===== config.mk =====
export PLATFORM = sky130hd
export DESIGN_NAME = cpu_bus_cycle_sequencer
export DESIGN_NICKNAME = d
export VERILOG_FILES = /design/src/design/seq_pkg.sv /design/src/design/cpu_bus_cycle_sequencer.sv /design/src/design/ea_calc.sv
export SDC_FILE = /design/constraint.sdc
export NUM_CORES = 1
export LEC_CHECK = 0
export BUFFER_PORTS_ARGS = -buffer_cell sky130_fd_sc_hd__buf_2
export CORE_MARGIN = 2
export CORE_UTILIZATION = 35
export DETAILED_ROUTE_END_ITERATION = 16
export PLACE_DENSITY = 0.49
export SLEW_MARGIN = 15
export SYNTH_ARGS = -nofsm -noshare
export SYNTH_HDL_FRONTEND = slang
export SYNTH_SLANG_ARGS = --single-unit

===== constraint.sdc =====
create_clock -name clock_i -period 15 [get_ports clock_i]
set_input_delay 4.5 -clock clock_i [delete_from_list [all_inputs] [get_ports clock_i]]
set_output_delay 4.5 -clock clock_i [all_outputs]
set_load 0.005 [all_outputs]

===== src/design/seq_pkg.sv =====
/*
 * Shared types and constants for the bus-cycle sequencer: cycle codes,
 * operand addressing forms, widths and values after reset.
 * Assumes an 8-bit data bus, a 16-bit address bus and one cycle per bus cycle.
 */
package seq_pkg;

    // Widths of the buses and of the sequence descriptor
    localparam int ADDR_W = 16;
    localparam int DATA_W = 8;
    localparam int SEQ_MAX = 11;
    localparam int LEN_W = 4;

    // Values after reset
    localparam logic [15:0] PC_RESET = 16'h0000;
    localparam logic [15:0] SP_RESET = 16'h00FF;
    localparam logic [15:0] HX_RESET = 16'h0000;

    // Top page that holds the service routine addresses
    localparam logic [7:0] VECTOR_PAGE = 8'hFF;
    // Index step of the post-increment forms
    localparam logic [15:0] INDEX_STEP = 16'h0001;
    // Stack step of one push or pop
    localparam logic [15:0] STACK_STEP = 16'h0001;
    // Page of the direct form
    localparam logic [7:0] DIRECT_PAGE = 8'h00;

    // Per-cycle bus actions
    typedef enum logic [2:0] {
        CYC_FREE,
        CYC_FETCH,
        CYC_READ,
        CYC_WRITE,
        CYC_PUSH,
        CYC_POP,
        CYC_VECTOR
    } cycle_t;

    // Operand addressing forms
    typedef enum logic [3:0] {
        inherent_mode,
        immediate_mode,
        direct_mode,
        extended_mode,
        relative_mode,
        index_no_offset_mode,
        index_short_offset_mode,
        index_long_offset_mode,
        index_no_offset_postinc_mode,
        index_short_offset_postinc_mode,
        stack_short_offset_mode,
        stack_long_offset_mode
    } mode_t;

    // Sequencer states
    typedef enum logic {
        ST_IDLE,
        ST_RUN
    } state_t;

endpackage


===== src/design/cpu_bus_cycle_sequencer.sv =====
/*
 * Bus-cycle sequencer of an 8-bit accumulator CPU decoder: runs a given
 * sequence of per-cycle bus actions and forms operand addresses.
 * Assumes memory answers a read within the cycle its address is shown,
 * and that the datapath supplies write data one cycle ahead.
 */
// Contract
// - free cycle needs no bus, lasts one clock, is a read
// - fetch reads next program location and advances program counter
// - operand read takes one byte in one bus cycle
// - operand write stores one byte in one bus cycle
// - push writes one byte at stack pointer
// - pop reads one byte back from the stack
// - vector read from page FF, high byte first
// - indexed, no offset: index pair is the address
// - indexed with byte offset, index incremented afterwards; code increments it only after a read cycle, not after a write
// - stack pointer plus unsigned byte offset
// - stack pointer plus 16-bit offset
// - index pair plus 16-bit offset
// - branch adds one offset byte to program counter
// - branch offset is signed, reach -128 to +127
`timescale 1ns/100ps
module cpu_bus_cycle_sequencer #(
    parameter int SEQ_MAX = seq_pkg::SEQ_MAX
) (
    // Clock and reset
    input wire logic clock_i,
    input wire logic arst_n_i,
    // Instruction request from the opcode decoder
    input wire logic start_i,
    input wire seq_pkg::cycle_t [SEQ_MAX-1:0] seq_i,
    input wire logic [seq_pkg::LEN_W-1:0] seq_len_i,
    input wire seq_pkg::mode_t mode_i,
    input wire logic branch_taken_i,
    input wire logic [7:0] vector_lo_i,
    // Datapath data
    input wire logic [7:0] wdata_i,
    input wire logic [7:0] rdata_i,
    // System bus
    output logic [15:0] addr_o,
    output logic read_o,
    output logic bus_need_o,
    output seq_pkg::cycle_t cycle_o,
    output logic [7:0] wdata_o,
    // Read results and status
    output logic [7:0] rdata_o,
    output logic rdata_valid_o,
    output logic busy_o,
    output logic done_o,
    // Pointer registers
    output logic [15:0] pc_o,
    output logic [15:0] sp_o,
    output logic [15:0] hx_o
);

    seq_pkg::state_t state_r, state_nxt;
    seq_pkg::cycle_t [SEQ_MAX-1:0] seq_r, seq_nxt;
    logic [seq_pkg::LEN_W-1:0] len_r, len_nxt, step_r, step_nxt;
    seq_pkg::mode_t mode_r, mode_nxt;
    logic taken_r, taken_nxt;
    logic [7:0] vec_lo_r, vec_lo_nxt, vec_hi_r, vec_hi_nxt;
    logic vec_second_r, vec_second_nxt;
    logic [1:0] opr_cnt_r, opr_cnt_nxt;
    logic [15:0] opr_r, opr_nxt;
    logic [15:0] pc_r, pc_nxt, sp_r, sp_nxt, hx_r, hx_nxt;
    logic [15:0] addr_r, addr_nxt;
    logic read_r, read_nxt, need_r, need_nxt;
    seq_pkg::cycle_t cyc_r, cyc_nxt;
    logic [7:0] wdata_r, wdata_nxt, rdata_r, rdata_nxt;
    logic rvalid_r, rvalid_nxt, done_r, done_nxt;
    logic [15:0] pc_c, sp_c, hx_c, opr_c;
    logic [1:0] opr_need;
    logic [15:0] ea;
    logic issue;
    seq_pkg::cycle_t next_cyc;

    // Address former for read and write cycles
    ea_calc u_ea (
        .mode_i(seq_pkg::mode_t'((state_r == seq_pkg::ST_IDLE) ? mode_i : mode_r)),
        .hx_i(hx_c),
        .sp_i(sp_c),
        .opr_i(opr_c),
        .ea_o(ea)
    );

    // Operand bytes the addressing form takes from the stream
    always_comb begin
        unique case (mode_r)
            seq_pkg::immediate_mode, seq_pkg::direct_mode, seq_pkg::relative_mode,
            seq_pkg::index_short_offset_mode, seq_pkg::index_short_offset_postinc_mode,
            seq_pkg::stack_short_offset_mode: opr_need = 2'd1;
            seq_pkg::extended_mode, seq_pkg::index_long_offset_mode,
            seq_pkg::stack_long_offset_mode: opr_need = 2'd2;
            default: opr_need = 2'd0;
        endcase
    end

    // Completion of the cycle now on the bus
    always_comb begin
        pc_c = pc_r;
        sp_c = sp_r;
        hx_c = hx_r;
        opr_c = opr_r;
        opr_cnt_nxt = opr_cnt_r;
        vec_hi_nxt = vec_hi_r;
        vec_second_nxt = vec_second_r;
        rvalid_nxt = 1'b0;
        rdata_nxt = rdata_r;
        done_nxt = 1'b0;
        if (state_r == seq_pkg::ST_RUN) begin
            if (read_r && need_r) begin
                rdata_nxt = rdata_i;
                rvalid_nxt = 1'b1;
            end
            unique case (cyc_r)
                seq_pkg::CYC_FETCH: begin
                    if (opr_cnt_r < opr_need) begin
                        opr_c = {opr_r[7:0], rdata_i};
                        opr_cnt_nxt = opr_cnt_r + 2'd1;
                    end
                end
                seq_pkg::CYC_READ: begin
                    if (mode_r == seq_pkg::index_no_offset_postinc_mode ||
                        mode_r == seq_pkg::index_short_offset_postinc_mode) begin
                        hx_c = hx_r + seq_pkg::INDEX_STEP;
                    end
                end
                seq_pkg::CYC_VECTOR: begin
                    if (!vec_second_r) begin
                        vec_hi_nxt = rdata_i;
                        vec_second_nxt = 1'b1;
                    end else begin
                        pc_c = {vec_hi_r, rdata_i};
                        vec_second_nxt = 1'b0;
                    end
                end
                default: ;
            endcase
            if (step_r + 4'd1 >= len_r) begin
                done_nxt = 1'b1;
                if (mode_r == seq_pkg::relative_mode && taken_r) begin
                    // Sign-extended offset from the start of the next instruction
                    pc_c = pc_c + {{8{opr_c[7]}}, opr_c[7:0]};
                end
            end
        end
    end

    // Issue of the next bus cycle
    always_comb begin
        state_nxt = state_r;
        seq_nxt = seq_r;
        len_nxt = len_r;
        step_nxt = step_r;
        mode_nxt = mode_r;
        taken_nxt = taken_r;
        vec_lo_nxt = vec_lo_r;
        opr_nxt = opr_c;
        pc_nxt = pc_c;
        sp_nxt = sp_c;
        hx_nxt = hx_c;
        addr_nxt = addr_r;
        read_nxt = 1'b1;
        need_nxt = 1'b0;
        cyc_nxt = seq_pkg::CYC_FREE;
        wdata_nxt = wdata_r;
        issue = 1'b0;
        next_cyc = seq_pkg::CYC_FREE;
        if (state_r == seq_pkg::ST_IDLE) begin
            if (start_i && seq_len_i != '0) begin
                state_nxt = seq_pkg::ST_RUN;
                seq_nxt = seq_i;
                len_nxt = seq_len_i;
                step_nxt = '0;
                mode_nxt = mode_i;
                taken_nxt = branch_taken_i;
                vec_lo_nxt = vector_lo_i;
                opr_nxt = '0;
                issue = 1'b1;
                next_cyc = seq_i[0];
            end
        end else if (done_nxt) begin
            state_nxt = seq_pkg::ST_IDLE;
        end else begin
            step_nxt = step_r + 4'd1;
            issue = 1'b1;
            next_cyc = seq_r[step_r + 4'd1];
        end
        if (issue) begin
            cyc_nxt = next_cyc;
            unique case (next_cyc)
                seq_pkg::CYC_FREE: begin
                    addr_nxt = pc_c;
                end
                seq_pkg::CYC_FETCH: begin
                    addr_nxt = pc_c;
                    pc_nxt = pc_c + 16'h0001;
                    need_nxt = 1'b1;
                end
                seq_pkg::CYC_READ: begin
                    addr_nxt = ea;
                    need_nxt = 1'b1;
                end
                seq_pkg::CYC_WRITE: begin
                    addr_nxt = ea;
                    read_nxt = 1'b0;
                    need_nxt = 1'b1;
                    wdata_nxt = wdata_i;
                end
                seq_pkg::CYC_PUSH: begin
                    addr_nxt = sp_c;
                    sp_nxt = sp_c - seq_pkg::STACK_STEP;
                    read_nxt = 1'b0;
                    need_nxt = 1'b1;
                    wdata_nxt = wdata_i;
                end
                seq_pkg::CYC_POP: begin
                    sp_nxt = sp_c + seq_pkg::STACK_STEP;
                    addr_nxt = sp_c + seq_pkg::STACK_STEP;
                    need_nxt = 1'b1;
                end
                seq_pkg::CYC_VECTOR: begin
                    // High byte sits at the lower address and is read first
                    addr_nxt = {seq_pkg::VECTOR_PAGE,
                                vec_second_nxt ? vec_lo_nxt + 8'h01 : vec_lo_nxt};
                    need_nxt = 1'b1;
                end
                default: ;
            endcase
        end
    end

    // Register all state
    always_ff @(posedge clock_i or negedge arst_n_i) begin
        if (!arst_n_i) begin
            state_r <= seq_pkg::ST_IDLE;
            seq_r <= '{default: seq_pkg::CYC_FREE};
            len_r <= '0;
            step_r <= '0;
            mode_r <= seq_pkg::inherent_mode;
            taken_r <= 1'b0;
            vec_lo_r <= 8'h00;
            vec_hi_r <= 8'h00;
            vec_second_r <= 1'b0;
            opr_cnt_r <= 2'd0;
            opr_r <= 16'h0000;
            pc_r <= seq_pkg::PC_RESET;
            sp_r <= seq_pkg::SP_RESET;
            hx_r <= seq_pkg::HX_RESET;
            addr_r <= 16'h0000;
            read_r <= 1'b1;
            need_r <= 1'b0;
            cyc_r <= seq_pkg::CYC_FREE;
            wdata_r <= 8'h00;
            rdata_r <= 8'h00;
            rvalid_r <= 1'b0;
            done_r <= 1'b0;
        end else begin
            state_r <= state_nxt;
            seq_r <= seq_nxt;
            len_r <= len_nxt;
            step_r <= step_nxt;
            mode_r <= mode_nxt;
            taken_r <= taken_nxt;
            vec_lo_r <= vec_lo_nxt;
            vec_hi_r <= vec_hi_nxt;
            vec_second_r <= vec_second_nxt;
            opr_cnt_r <= (state_r == seq_pkg::ST_IDLE) ? 2'd0 : opr_cnt_nxt;
            opr_r <= opr_nxt;
            pc_r <= pc_nxt;
            sp_r <= sp_nxt;
            hx_r <= hx_nxt;
            addr_r <= addr_nxt;
            read_r <= read_nxt;
            need_r <= need_nxt;
            cyc_r <= cyc_nxt;
            wdata_r <= wdata_nxt;
            rdata_r <= rdata_nxt;
            rvalid_r <= rvalid_nxt;
            done_r <= done_nxt;
        end
    end

    // Outputs straight from flops
    assign addr_o = addr_r;
    assign read_o = read_r;
    assign bus_need_o = need_r;
    assign cycle_o = cyc_r;
    assign wdata_o = wdata_r;
    assign rdata_o = rdata_r;
    assign rdata_valid_o = rvalid_r;
    assign busy_o = (state_r == seq_pkg::ST_RUN);
    assign done_o = done_r;
    assign pc_o = pc_r;
    assign sp_o = sp_r;
    assign hx_o = hx_r;

endmodule // cpu_bus_cycle_sequencer


===== src/design/ea_calc.sv =====
/*
 * Effective address former for the operand addressing forms.
 * Assumes the operand bytes were gathered high byte first into a 16-bit word.
 */
`timescale 1ns/100ps
module ea_calc (
    // Addressing form and base registers
    input wire seq_pkg::mode_t mode_i,
    input wire logic [15:0] hx_i,
    input wire logic [15:0] sp_i,
    // Operand bytes from the instruction stream
    input wire logic [15:0] opr_i,
    // Effective address
    output logic [15:0] ea_o
);

    // Form the address from base and offset
    always_comb begin
        unique case (mode_i)
            seq_pkg::direct_mode: ea_o = {seq_pkg::DIRECT_PAGE, opr_i[7:0]};
            seq_pkg::extended_mode: ea_o = opr_i;
            seq_pkg::index_no_offset_mode,
            seq_pkg::index_no_offset_postinc_mode: ea_o = hx_i;
            seq_pkg::index_short_offset_mode,
            seq_pkg::index_short_offset_postinc_mode: ea_o = hx_i + {8'h00, opr_i[7:0]};
            seq_pkg::index_long_offset_mode: ea_o = hx_i + opr_i;
            seq_pkg::stack_short_offset_mode: ea_o = sp_i + {8'h00, opr_i[7:0]};
            seq_pkg::stack_long_offset_mode: ea_o = sp_i + opr_i;
            default: ea_o = opr_i;
        endcase
    end

endmodule // ea_calc


==> flow_metrics.py <==
metrics = {
    "detailed_routing": {
        "drt_iter0_markers": 771,
        "avgRoutedWirePerCell_um": 21.1,
        "vias": 9451,
        "drtPass1Iterations": 6,
        "via_per_inst": 5.49,
        "drc": 0,
        "antenna_left": 0,
        "wirelength_um": 36300,
    },
    "clocking": {
        "root_buffer": "clkbuf_16",
        "cts_buffers": 17,
        "cts_tree": "yes",
        "clkLatencyLatePin_ns": 0.45,
        "clock-sinks": 169,
        "clockBufferDepth": 2,
        "htree_levels": 4,
        "postCtsSetupBuffers": 0,
        "cts_resized": 0,
        "hold_buffers": 0,
        "clkSlewWorstSetupHoldPaths_ns": 0.07,
    },
    "global_routing": {
        "met2_usage": 0.358,
        "overflow": 0,
        "antenna_found_initial": 0,
        "grt_util_met3": 0.0451,
        "grt_pass1_wl_um": 56800,
        "use_met1": 0.310,
        "grt_pass1_vias": 9430,
        "grt.total_usage": 0.224,
        "grt_max_degree": 60,
        "gr-max-usage-layer": "met2",
    },
    "synth": {
        "synth_edf_count": 0,
        "yosysUniqueCellTypes": 77,
        "synth_cells": 1167,
        "yosys_warnings": 0,
        "seq_area_frac_synth": 0.380,
        "ys_ff_latch": 169,
        "syn_area_um2": 11200,
        "synth_top_cell_area_share": 0.359,
        "synth_area_leaders": "dfrtp_1, mux2_2, ha_1",
        "yosys-top-cells-count": "dfrtp_1, nand2_1, nor2_1, mux2_2, xnor2_1",
        "synth.most_common_cell": "dfrtp_1",
        "synthFlopType": "dfrtp_1",
        "syn_area_per_cell_um2": 9.57,
        "async_reset_ff_frac": 1.00,
        "synthesis.nets": 1298,
        "synth_top_cell_by_area": "dfrtp_1",
    },
    "worst_setup_path": {
        "reg2reg_slack_ns": 8.45,
        "r2r_end": "addr_o[15]",
        "critical_path_class": "input port to register",
        "rr_worst_depth": 21,
        "crit_path_end_kind": "register",
        "cp_cell_sequence": "buf_2 -> o41ai_1 -> nor2_4 -> buf_4 -> a22oi_1 -> inv_1 -> and2_1 -> nand2_1 -> nand2_1 -> a221oi_1 -> o21ai_0 -> o21ai_0",
        "worst-path-max-fanout": 53,
        "timing.rr.start": "mode_r[0]",
        "cpPeakStageDelay_ns": 0.61,
        "arrival_ns": 8.15,
        "cp_slowest_cell": "o41ai_1",
        "start_kind": "input port",
        "required_ns": 15.37,
    },
    "finish": {
        "diodes": 0,
        "area_growth_pct": 15.9,
        "layout-drive-gt1-share": 0.238,
        "multiInputGateArea_um2": 6610,
        "fin_cells": 1723,
        "finish.instance_area_um2": 12900,
        "fin_nets": 1439,
        "regArea_um2": 4240,
        "fillers": 3143,
    },
    "timing": {
        "worstMarginPinSlew_ns": 0.947,
        "min_period_over_period": 0.519,
        "slew_headroom": 0.367,
        "setup_viol": 0,
        "skew_ns": 0.0160,
        "slew_violations": 0,
        "tns_ns": 0,
        "min_period_ns": 7.78,
        "rsz0062_at_grt": "no",
        "fmax_ghz": 0.129,
        "hold_viol": 0,
    },
    "pwr": {
        "combPwrFrac": 0.573,
        "netSwitchingFraction": 0.483,
        "irDropWorstVdd_v": 0.000123,
        "powerDensity_nw_per_um2": 235,
        "p_int_mw": 1.57,
        "p_leak_nw": 6.19,
        "switching_power_mw": 1.47,
        "seq_power_share": 0.279,
        "p_clk_frac": 0.147,
    },
    "hold_path": {
        "min_from": "wdata_o[1]",
        "hold_path.class": "register to register",
        "hold_end": "wdata_o[1]",
        "holdPathStages": 2,
    },
    "outcome": {
        "status": "finished, final reports clean",
    },
    "placed_design": {
        "gp_congestion": 0.903,
        "dp.cells": 1691,
        "dp_hpwl_um": 27400,
        "place_area_um2": 12400,
        "io_buffers": 156,
    },
    "floorplan": {
        "dieHeight_um": 183,
        "io-pin-count": 157,
        "start_util": 0.355,
        "dieArea_um2": 33400,
        "core_area_um2": 31500,
        "rows": 65,
        "die_x_um": 183,
    },
    "flow_run": {
        "drv_cap": 0,
    },
}
-- cell usage in the layout, fill, tap and decap left out, types with 7 or more instances in the layout --
cell,netlist,routed
xnor2_1,67,67
o22ai_1,13,13
inv_1,42,42
buf_2,7,155
a31oi_1,8,8
dfstp_2,9,9
a21oi_1,51,50
nand2b_1,7,7
clkbuf_16,0,17
nor3_1,17,17
xor2_1,43,43
ha_1,59,59
nand3_1,34,34
o21ai_0,62,62
a221oi_1,13,13
mux2i_1,36,36
nor2_1,83,82
buf_4,0,10
dfrtp_1,160,160
and3_1,17,17
nand4_1,10,10
mux2_2,75,75
nand2_1,147,147
o21ai_1,7,7
a21o_1,17,17
and2_1,12,12
mux4_2,7,7
a22o_1,10,10
-- registers in the layout (all words and copies together), names as in the netlist --
name and flops:
step_r 4, mode_r 4, addr_o 16, vec_lo_r 8, len_r 4, vec_second_r 1
sp_o 16, seq_r 33, taken_r 1, hx_o 16, rdata_valid_o 1, opr_cnt_r 2
wdata_o 8, rdata_o 8, opr_r 16, cycle_o 3, done_o 1, pc_o 16
bus_need_o 1, vec_hi_r 8, busy_o 1, read_o 1
-- metal layers --
metal / share of wire / wire length [µm]
met4: 0.016 / 584
met2: 0.46 / 16600
met1: 0.47 / 17000
met3: 0.061 / 2210
met5: 0 / 0
-- through the flow --
stage	utilization	power, mW	hold WS, ns	worst slack [ns]
after floorplan	-	2.00	0.463	7.53
after global placement	0.393	2.58	0.452	6.77
after detailed placement	0.393	2.59	0.453	6.76
after CTS	0.411	3.05	0.478	7.21
after global routing	0.411	3.28	0.504	6.90
final	0.411	3.04	0.472	7.22
-- cells by family (layout without fill, tap and decap cells) --
logic type,after synthesis,in the layout,share of synthesized area
multiplexers,120,120,0.125
XOR/XNOR,110,110,0.0863
AO/OA/AOI/OAI,250,250,0.152
buffers and inverters,88,242,0.0304
flip-flops,169,169,0.380
adder cells (fa/ha/maj),63,63,0.0725
AND/OR/NAND/NOR,367,367,0.154
-- layout make-up --
cell class                 count  area share
sequential                   169       0.328
clock buffer                  18      0.0332
inverter                      44      0.0128
multi-input combinational    910       0.510
timing repair buffer         166      0.0666
clock inverter                14      0.0105
tap                          402      0.0389
-- worst max path at each step --
stage / startpoint / end / depth (start not counted)
detailed placement: seq_len_i[1] / addr_o[5] / 12
global route: seq_len_i[1] / wdata_o[2] / 11
floorplan: mode_i[2] / addr_o[15] / 14
finish: seq_len_i[1] / addr_o[12] / 12
global placement: seq_len_i[1] / addr_o[12] / 12
CTS: seq_len_i[1] / addr_o[5] / 12
-- power groups by stage --
stage	Combinational [mW]	Sequential, mW	Clock, mW
final	1.75	0.851	0.448
after detailed placement	1.73	0.856	0
after global routing	1.92	0.875	0.483
after global placement	1.72	0.856	0
after floorplan	1.22	0.778	0
after CTS	1.74	0.849	0.460
-- worst max-delay path, delay by kind of cell --
family	cells	cell delay (ns)
buffers and inverters	3	0.65
and+or+nand+nor	4	0.98
AOI/OAI and AO/OA	5	1.96
(Power assumes the default switching activity.)
